<file path="src/verilog/switch_prio_pkg.sv">
// constants for the priority map and unknown-destination forwarding registers
// assumes a classic wishbone slave with 32-bit data and one 200 MHz clock
// Summary of operation
// tags 7 and 6 take their queue from bits 15:14 and 13:12, both reset to 11.
// tags 5 and 4 take their queue from bits 11:10 and 9:8, both reset to 10.
// tags 3 and 2 take their queue from bits 7:6 and 5:4, both reset to 01.
// tags 1 and 0 take their queue from bits 3:2 and 1:0, both reset to 00.
// the led mode at bits 9:8 is read/write, resets to 00 and reads back the mode in use.
// led modes: 00 speed/link-act, 01 activity/link, 10 duplex/link-act, 11 duplex/link.
// the led mode drives a port's leds only while that port selects automatic control.
// with enable bit 7 set, unknown-destination frames go only to the masked ports.
// the port mask at bits 2:0 resets to 111 and covers unicast and multicast alike.
// mask bit 2 is port 3 (host port), bit 1 port 2, bit 0 port 1.
// bits 6:5 select 4/8/12/16 mA pad drive, reset 01 at 3.3/2.5 V and 10 at 1.8 V.
// with the enable clear, unknown-destination frames are flooded as usual.
package switch_prio_pkg;

  localparam int ADR_W     = 8;
  localparam int DAT_W     = 32;
  localparam int REG_W     = 16;
  localparam int PRIO_W    = 2;
  localparam int TAG_W     = 3;
  localparam int NUM_PORTS = 3;
  localparam int NUM_LEDP  = 2;

  // register indices and their byte addresses
  localparam logic [ADR_W-1:0] VPM_INDEX = 8'h0c;
  localparam logic [ADR_W-1:0] LUF_INDEX = 8'h0e;
  localparam logic [ADR_W-1:0] VPM_ADDR  = {VPM_INDEX[ADR_W-3:0], 2'h0};
  localparam logic [ADR_W-1:0] LUF_ADDR  = {LUF_INDEX[ADR_W-3:0], 2'h0};

  // priority map reset: 11 11 10 10 01 01 00 00
  localparam logic [REG_W-1:0] VPM_RESET = 16'hfa50;

  // control register fields
  localparam int RSVH_LSB = 10;
  localparam int RSVH_W   = 6;
  localparam int LED_LSB  = 8;
  localparam int LED_W    = 2;
  localparam int UEN_BIT  = 7;
  localparam int DRV_LSB  = 5;
  localparam int DRV_W    = 2;
  localparam int RSVL_LSB = 3;
  localparam int RSVL_W   = 2;
  localparam int MASK_LSB = 0;

  localparam logic [RSVH_W-1:0]    RSVH_RESET = 6'h02;
  localparam logic [LED_W-1:0]     LED_RESET  = 2'h0;
  localparam logic                 UEN_RESET  = 1'h0;
  localparam logic [DRV_W-1:0]     DRV_RST_HI = 2'h1;
  localparam logic [DRV_W-1:0]     DRV_RST_LO = 2'h2;
  localparam logic [RSVL_W-1:0]    RSVL_RESET = 2'h0;
  localparam logic [NUM_PORTS-1:0] MASK_RESET = 3'h7;

  // led display modes
  localparam logic [LED_W-1:0] LED_SPD_LACT = 2'h0;
  localparam logic [LED_W-1:0] LED_ACT_LINK = 2'h1;
  localparam logic [LED_W-1:0] LED_FDX_LACT = 2'h2;
  localparam logic [LED_W-1:0] LED_FDX_LINK = 2'h3;

  localparam logic [DAT_W-REG_W-1:0] DAT_PAD = 16'h0000;

  typedef enum logic [1:0] {
    BUS_IDLE = 2'h1,
    BUS_ACK  = 2'h2
  } bus_state_t;

endpackage : switch_prio_pkg

</file>
<file path="src/verilog/led_mode_mux.sv">
// one port's pair of leds, automatic pattern or processor control
// assumes status inputs synchronous to clk, leds active high
`timescale 1ns/1ps
module led_mode_mux
  import switch_prio_pkg::*;
(
  input  wire logic             clk,
  input  wire logic             reset_in_n,
  input  wire logic [LED_W-1:0] ledMode,
  input  wire logic             autoSel,
  input  wire logic             cpuLedOne,
  input  wire logic             cpuLedZero,
  input  wire logic             speed100,
  input  wire logic             linkUp,
  input  wire logic             activity,
  input  wire logic             fullDuplex,
  output logic                  ledOne,
  output logic                  ledZero
);

  logic next_ledOne;
  logic next_ledZero;
  logic linkAct;

  assign linkAct = linkUp & ~activity;

  always_comb begin
    next_ledOne  = cpuLedOne;
    next_ledZero = cpuLedZero;
    // automatic only when selected
    if (autoSel) begin
      // led pattern per mode
      unique case (ledMode)
        LED_SPD_LACT: begin
          next_ledOne  = speed100;
          next_ledZero = linkAct;
        end
        LED_ACT_LINK: begin
          next_ledOne  = activity;
          next_ledZero = linkUp;
        end
        LED_FDX_LACT: begin
          next_ledOne  = fullDuplex;
          next_ledZero = linkAct;
        end
        LED_FDX_LINK: begin
          next_ledOne  = fullDuplex;
          next_ledZero = linkUp;
        end
      endcase
    end
  end

  always_ff @(posedge clk) begin
    if (!reset_in_n) begin
      ledOne  <= 1'h0;
      ledZero <= 1'h0;
    end else begin
      ledOne  <= next_ledOne;
      ledZero <= next_ledZero;
    end
  end

endmodule : led_mode_mux

</file>
<file path="src/verilog/switch_priority_map_and_unknown_fwd.sv">
// priority map and unknown-destination forwarding registers with their consumers
// assumes a classic wishbone master and forwarding-engine inputs synchronous to clk
`timescale 1ns/1ps
module switch_priority_map_and_unknown_fwd
  import switch_prio_pkg::*;
(
  input  wire logic                 clk,
  input  wire logic                 reset_in_n,
  input  wire logic                 ioSupply18,
  input  wire logic                 wb_cyc_i,
  input  wire logic                 wb_stb_i,
  input  wire logic                 wb_we_i,
  input  wire logic [ADR_W-1:0]     wb_adr_i,
  input  wire logic [3:0]           wb_sel_i,
  input  wire logic [DAT_W-1:0]     wb_dat_i,
  output logic      [DAT_W-1:0]     wb_dat_o,
  output logic                      wb_ack_o,
  input  wire logic                 frameValid,
  input  wire logic                 frameTagged,
  input  wire logic [TAG_W-1:0]     tagPrio,
  input  wire logic [PRIO_W-1:0]    portPrio,
  output logic                      queueValid,
  output logic      [PRIO_W-1:0]    queuePrio,
  input  wire logic                 lookupValid,
  input  wire logic                 lookupMiss,
  input  wire logic [NUM_PORTS-1:0] lookupPorts,
  input  wire logic [NUM_PORTS-1:0] floodPorts,
  output logic                      egressValid,
  output logic      [NUM_PORTS-1:0] egressPorts,
  input  wire logic [NUM_LEDP-1:0]  ledAutoSel,
  input  wire logic [NUM_LEDP-1:0]  cpuLedOne,
  input  wire logic [NUM_LEDP-1:0]  cpuLedZero,
  input  wire logic [NUM_LEDP-1:0]  speed100,
  input  wire logic [NUM_LEDP-1:0]  linkUp,
  input  wire logic [NUM_LEDP-1:0]  activity,
  input  wire logic [NUM_LEDP-1:0]  fullDuplex,
  output logic      [NUM_LEDP-1:0]  port_led_one,
  output logic      [NUM_LEDP-1:0]  port_led_zero,
  output logic      [DRV_W-1:0]     padDrive
);

  ////////////////////////////////////////////////////////////////////////////////
  // register bus

  bus_state_t             busState;
  bus_state_t             next_busState;
  logic [REG_W-1:0]       vlan_priority_map;
  logic [REG_W-1:0]       next_vlan_priority_map;
  logic [REG_W-1:0]       led_unknown_fwd_drive_ctrl;
  logic [REG_W-1:0]       next_led_unknown_fwd_drive_ctrl;
  logic [DAT_W-1:0]       next_wbDat;
  logic [REG_W-1:0]       laneMask;
  logic                   take;
  logic                   hitVpm;
  logic                   hitLuf;
  logic [LED_W-1:0]       ledMode;
  logic                   unkEnable;
  logic [NUM_PORTS-1:0]   unkMask;
  logic [DRV_W-1:0]       drvReset;

  assign take     = wb_cyc_i & wb_stb_i & (busState == BUS_IDLE);
  assign hitVpm   = (wb_adr_i == VPM_ADDR);
  assign hitLuf   = (wb_adr_i == LUF_ADDR);
  assign laneMask = {{8{wb_sel_i[1]}}, {8{wb_sel_i[0]}}};
  assign wb_ack_o = (busState == BUS_ACK);

  assign ledMode   = led_unknown_fwd_drive_ctrl[LED_LSB +: LED_W];
  assign unkEnable = led_unknown_fwd_drive_ctrl[UEN_BIT];
  assign unkMask   = led_unknown_fwd_drive_ctrl[MASK_LSB +: NUM_PORTS];
  assign padDrive  = led_unknown_fwd_drive_ctrl[DRV_LSB +: DRV_W];
  // drive reset by supply
  assign drvReset  = ioSupply18 ? DRV_RST_LO : DRV_RST_HI;

  always_comb begin
    next_busState                   = busState;
    next_wbDat                      = wb_dat_o;
    next_vlan_priority_map          = vlan_priority_map;
    next_led_unknown_fwd_drive_ctrl = led_unknown_fwd_drive_ctrl;
    unique case (busState)
      BUS_IDLE: begin
        if (take) begin
          next_busState = BUS_ACK;
          next_wbDat    = {DAT_PAD, REG_W'(0)};
          if (wb_we_i) begin
            if (hitVpm) begin
              next_vlan_priority_map = (vlan_priority_map & ~laneMask)
                                     | (wb_dat_i[REG_W-1:0] & laneMask);
            end
            if (hitLuf) begin
              next_led_unknown_fwd_drive_ctrl = (led_unknown_fwd_drive_ctrl & ~laneMask)
                                              | (wb_dat_i[REG_W-1:0] & laneMask);
            end
          end else if (hitVpm) begin
            next_wbDat = {DAT_PAD, vlan_priority_map};
          end else if (hitLuf) begin
            // mode in use reads back
            next_wbDat = {DAT_PAD, led_unknown_fwd_drive_ctrl};
          end
        end
      end
      BUS_ACK: begin
        next_busState = BUS_IDLE;
      end
      default: begin
        next_busState = BUS_IDLE;
      end
    endcase
  end

  always_ff @(posedge clk) begin
    if (!reset_in_n) begin
      busState          <= BUS_IDLE;
      wb_dat_o          <= {DAT_PAD, REG_W'(0)};
      // map reset
      vlan_priority_map <= VPM_RESET;
      // control reset
      led_unknown_fwd_drive_ctrl <= {RSVH_RESET, LED_RESET, UEN_RESET, drvReset,
                                     RSVL_RESET, MASK_RESET};
    end else begin
      busState                   <= next_busState;
      wb_dat_o                   <= next_wbDat;
      vlan_priority_map          <= next_vlan_priority_map;
      led_unknown_fwd_drive_ctrl <= next_led_unknown_fwd_drive_ctrl;
    end
  end

  ////////////////////////////////////////////////////////////////////////////////
  // tag priority to queue

  logic              next_queueValid;
  logic [PRIO_W-1:0] next_queuePrio;
  logic [PRIO_W-1:0] mapPrio;

  // field per tag value
  assign mapPrio = vlan_priority_map[{tagPrio, 1'h0} +: PRIO_W];

  always_comb begin
    next_queueValid = frameValid;
    next_queuePrio  = queuePrio;
    if (frameValid) begin
      next_queuePrio = frameTagged ? mapPrio : portPrio;
    end
  end

  always_ff @(posedge clk) begin
    if (!reset_in_n) begin
      queueValid <= 1'h0;
      queuePrio  <= PRIO_W'(0);
    end else begin
      queueValid <= next_queueValid;
      queuePrio  <= next_queuePrio;
    end
  end

  ////////////////////////////////////////////////////////////////////////////////
  // unknown-destination forwarding

  logic                 next_egressValid;
  logic [NUM_PORTS-1:0] next_egressPorts;

  always_comb begin
    next_egressValid = lookupValid;
    next_egressPorts = egressPorts;
    if (lookupValid) begin
      if (!lookupMiss) begin
        next_egressPorts = lookupPorts;
      end else if (unkEnable) begin
        // masked ports only
        next_egressPorts = unkMask;
      end else begin
        // ordinary flooding
        next_egressPorts = floodPorts;
      end
    end
  end

  always_ff @(posedge clk) begin
    if (!reset_in_n) begin
      egressValid <= 1'h0;
      egressPorts <= NUM_PORTS'(0);
    end else begin
      egressValid <= next_egressValid;
      egressPorts <= next_egressPorts;
    end
  end

  ////////////////////////////////////////////////////////////////////////////////
  // port leds

  genvar p;
  generate
    for (p = 0; p < NUM_LEDP; p++) begin : gLed
      // per-port led drive
      led_mode_mux uLed (
        .clk        (clk),
        .reset_in_n       (reset_in_n),
        .ledMode    (ledMode),
        .autoSel    (ledAutoSel[p]),
        .cpuLedOne  (cpuLedOne[p]),
        .cpuLedZero (cpuLedZero[p]),
        .speed100   (speed100[p]),
        .linkUp     (linkUp[p]),
        .activity   (activity[p]),
        .fullDuplex (fullDuplex[p]),
        .ledOne     (port_led_one[p]),
        .ledZero    (port_led_zero[p])
      );
    end
  endgenerate
endmodule : switch_priority_map_and_unknown_fwd
</file>
<file path="config.mk">
export PLATFORM = sky130hd
export DESIGN_NAME = switch_priority_map_and_unknown_fwd
export DESIGN_NICKNAME = d
export VERILOG_FILES = /design/src/verilog/switch_prio_pkg.sv /design/src/verilog/led_mode_mux.sv /design/src/verilog/switch_priority_map_and_unknown_fwd.sv
export SDC_FILE = /design/constraint.sdc
export NUM_CORES = 1
export LEC_CHECK = 0
export BUFFER_PORTS_ARGS = -buffer_cell sky130_fd_sc_hd__buf_2
export CELL_PAD_IN_SITES_DETAIL_PLACEMENT = 0
export CELL_PAD_IN_SITES_GLOBAL_PLACEMENT = 1
export CORE_UTILIZATION = 31
export DETAILED_ROUTE_END_ITERATION = 10
export GPL_TIMING_DRIVEN = 1
export PLACE_DENSITY = 0.76
export SLEW_MARGIN = 20
export SYNTH_ARGS = -nofsm -noshare
export SYNTH_HDL_FRONTEND = slang
export SYNTH_SLANG_ARGS = --single-unit
</file>
<file path="constraint.sdc">
create_clock -name clk -period 1.7 [get_ports clk]
set_input_delay 0.34 -clock clk [delete_from_list [all_inputs] [get_ports clk]]
set_output_delay 0.34 -clock clk [all_outputs]
set_load 0.01 [all_outputs]
</file>
**Yosys cells after proc, flatten, opt, wreduce, memory -nomap -nowiden**

Index checks and enable logic that the tools add are counted.

- Add/subtract/negate cells: 0
- $mul: 0
- Div/mod/pow operators: 0
- Order comparisons: 0
- Equality and inequality tests: 11
- Shifts and indexed selects: 1
- Muxes and demuxes: 20
- Bitwise operators: 12
- Reductions and logical operators: 9

Operators by type and width:

| kind | count |
|---|---|
| 16-bit AND | 3 |
| 16-bit two-way mux | 3 |
| 7-bit two-way mux | 5 |
| 16-bit OR | 2 |
| 8-bit by 6-bit equality test with 1-bit output (second input constant) | 2 |
| 16-bit NOT | 1 |
| 16-bit by 5-bit indexed part select with 2-bit output | 1 |
| 4-bit AND reduction | 3 |
| 2-bit by 1-bit inequality test with 1-bit output (second input constant) | 4 |
| 2-bit equality test (second input constant) | 3 |
| 3-bit two-way mux | 2 |
| 1-bit case mux with 3 select lines | 2 |
| 2-bit OR reduction | 3 |
| 1-bit AND | 4 |
| 2-bit by 1-bit equality test with 1-bit output (second input constant) | 2 |
| 1-bit two-way mux | 4 |
| 2-bit two-way mux | 2 |
| 1-bit case mux with 2 select lines | 2 |
| 2-bit AND reduction | 2 |
| 2-bit logical NOT | 1 |
| 1-bit NOT | 2 |

- Flip-flop bits (word level): 77
- Latch bits: 0
- Bits in writable memories: 0
- Bits in read-only memories: 0
- Bits of input ports: 79
- Output and inout port bits: 46
- Logic and storage cells: 66
- Memories kept: 0

**Logic depth before layout (Yosys ltp)**

- Word-level depth: 8
- Depth in mapped cells: 6

**Hierarchy**

Synthesis repeated with hierarchy kept, for this count alone.

- Cell total of the unflattened synthesis: 277
- Area, all modules: 2767.7 um^2

By module, submodules not included:

| module | times used | cells each | area each (um^2) | sequential area each (um^2) |
|---|---|---|---|---|
| switch_priority_map_and_unknown_fwd | 1 | 255 | 2560.0 | 1161.1 |
| led_mode_mux | 2 | 11 | 103.8 | 40.0 |

**Worst setup path after synthesis**

No wires, ideal clock.

- Path kind: input to register
- Start: in wb_adr_i[2]
- End: reg with a tool-made name
- Library setup time: 129 ps
- Arrival time: 1668 ps
- Data required time: 1571 ps
- Path slack: -97 ps
- Stages on the path: 6
- Buffers on the path: 2
- Cell sequence: or3_4 > buf_6 > or4_1 > buf_4 > mux2i_1 > nand2_1

RTL lines:

| what | line | RTL |
|---|---|---|
| start: declaration | switch_priority_map_and_unknown_fwd.sv:13 | `input wire logic [ADR_W-1:0] wb_adr_i,` |

==> results_dict.tcl <==
set metrics [dict create \
    ctsResizeCount 0 \
    cts_hold_buf 0 \
    clkTransAtPathRegs_ns 0.08 \
    antenna_found_initial 0 \
    drive_gt1_share_pct 34.6 \
    core_region_area_sq_um 8680 \
    fin_skew_ns 0.00893 \
    dr.pass1.iters 7 \
    power-per-cell-area_nw_per_um2 881 \
    drcViolationCount 1 \
    required_ns 1.93 \
    startpoint_type "flip-flop" \
    ys_async_sr_fraction_pct 0 \
    place_ws_ns -0.0741 \
    slew_viol_final 0 \
    setup_slack_ns 0.101 \
    cts_htree_levels 3 \
    grt-ovfl-total 0 \
    reg2reg_depth 4 \
    root_buffer "clkbuf_8" \
    ys_seq_area_share_pct 44.7 \
    ys_types 32 \
    dpl.hpwl_mm 5.02 \
    hp-class "in2reg" \
    syn-instance-count 282 \
    violations "design-rule violations" \
    fin_crit_ns 1.60 \
    ir_worst_vdd_mv 0.371 \
    min_from "wb_dat_i[11]" \
    ys_warn_count 0 \
    ys_ff_latch 61 \
    grt_max_degree 20 \
    port_buffers 90 \
    final_cell_mix "buf_2, mux2i_1, dfxtp_1" \
    num_vias 2186 \
    dieWidth_um 96.6 \
    timing.rr.start "busState[1]$_SDFFE_PN0N_" \
    rsz0062_at_grt "no" \
    path_class "reg2reg" \
    dieHeight_um 96.6 \
    nets 456 \
    grt_first_pass_wirelength_mm 10.9 \
    postSynthAreaPerCell_sq_um 9.85 \
    crit_fanout 6 \
    wire_per_inst_um 13.4 \
    drv_cap 0 \
    ys.flop_type "dfxtp_1" \
    final-hold-violation-count 0 \
    cts_sinks 61 \
    cts_setup_buffers 0 \
    fin_crit_sh_pct 94.1 \
    grt_use_total_pct 14.8 \
    ctsLongestPathBuffers 2 \
    synth_area_sq_um 2780 \
    synth_edf_count 2 \
    worstHoldPathCells 3 \
    place.gp.congestion 0.769 \
    crit_arrival_ns 1.83 \
    outcome "complete, but fails checks" \
    floorplan.die_area_sq_um 9340 \
    cp-end-kind "flip-flop" \
    clock_latency_ns 0.34 \
    cts_tree "built" \
    rows 34 \
    vias_per_cell 4.46 \
    start_util_pct 32.0 \
    power_mw 3.12 \
    grt_pass1_vias 2245 \
    layout_commonest_cell "buf_2" \
    routed_wirelength_mm 6.57 \
    rrSetupSlack_ns 0.10 \
    antenna_cells_inserted 0 \
    drtIter0Drc 29 \
    leakage_nw 1.67 \
    fmax_ghz 0.625 \
    ant_nets 0 \
    area_growth_pct 27.6 \
    cts_made_buffers 9 \
    setup_viol 0 \
    ios 125 \
]
## layout make-up
| cell class | count | area (sq um) |
|---|---|---|
| fill | 912 | 5130 |
| clock inverter | 5 | 57.6 |
| clock buffer | 11 | 153 |
| timing repair buffer | 104 | 581 |
| inverter | 5 | 18.8 |
| tap | 108 | 135 |
| sequential | 61 | 1240 |
| multi-input combinational | 196 | 1360 |
## critical path: stages (launching register included)
cell	delay [ns]
dfxtp_1	0.31
nand4b_1	0.26
or4_4	0.67
mux2i_1	0.19
nand2_1	0.06
## where the power goes
part           switching, mW  internal (mW)
Clock                  0.597          0.766
Sequential           0.00957           1.46
Combinational          0.154          0.137
Total                  0.761           2.36
## cells in the mapped netlist, types with 2 or more instances
cell | number | area share, %
or4_1 | 2 | 0.54
dfxtp_1 | 59 | 43
o22ai_1 | 3 | 0.68
nand2b_1 | 2 | 0.45
mux4_2 | 4 | 3.2
nor2_1 | 27 | 3.7
and2_1 | 2 | 0.45
mux2i_1 | 59 | 21
nand2_1 | 37 | 5.0
o211ai_1 | 2 | 0.54
o21ai_0 | 19 | 3.4
nor4_4 | 2 | 1.5
edfxtp_1 | 2 | 2.2
inv_1 | 4 | 0.54
buf_4 | 23 | 6.2
a21oi_1 | 5 | 0.90
clkbuf_1 | 7 | 0.95
nand3b_1 | 3 | 0.81
buf_1 | 2 | 0.27
mux2_2 | 2 | 0.81
nand3_1 | 3 | 0.54
nor2b_1 | 2 | 0.45
buf_2 | 2 | 0.36
## metrics by stage
step	TNS, ns	std cells	cell area (sq um)	hold WS [ns]	util [%]
5_1_grt	0	490	3540	0.227	40.8
2_1_floorplan	-0.136	297	2860	0.441	-
6_report	0	490	3540	0.229	40.8
4_1_cts	0	490	3540	0.215	40.8
3_3_place_gp	-0.690	474	3330	0.434	38.4
3_5_place_dp	-1.45	474	3330	0.442	38.4
## per-layer routing
| metal | wire, um | global-route usage [%] |
|---|---|---|
| met1 | 3040 | 18.9 |
| met5 | 0 | 0 |
| met4 | 54 | 5.86 |
| met3 | 368 | 4.41 |
| met2 | 3100 | 23.4 |
## worst max-delay path by stage
stage	slack, ns	start	endpoint	depth (start not counted)
floorplan	-0.02	wb_adr_i[2]	flip-flop	6
global placement	-0.05	wb_adr_i[2]	flip-flop	5
detailed placement	-0.07	wb_adr_i[6]	flip-flop	5
CTS	0.006	busState[1]$_SDFFE_PN0N_	flip-flop	6
global route	0.005	busState[1]$_SDFFE_PN0N_	flip-flop	4
finish	0.10	busState[1]$_SDFFE_PN0N_	flip-flop	4
## cell families (layout without fill, tap and decap cells)
kind of cell,after synthesis,in the layout,synth area share [%]
mux,65,65,25.3
compound gates,30,30,5.86
buf+inv,40,125,8.88
other cells,1,16,0.135
flops,61,61,44.7
simple gates,85,85,15.1
(Power assumes the default switching activity.)
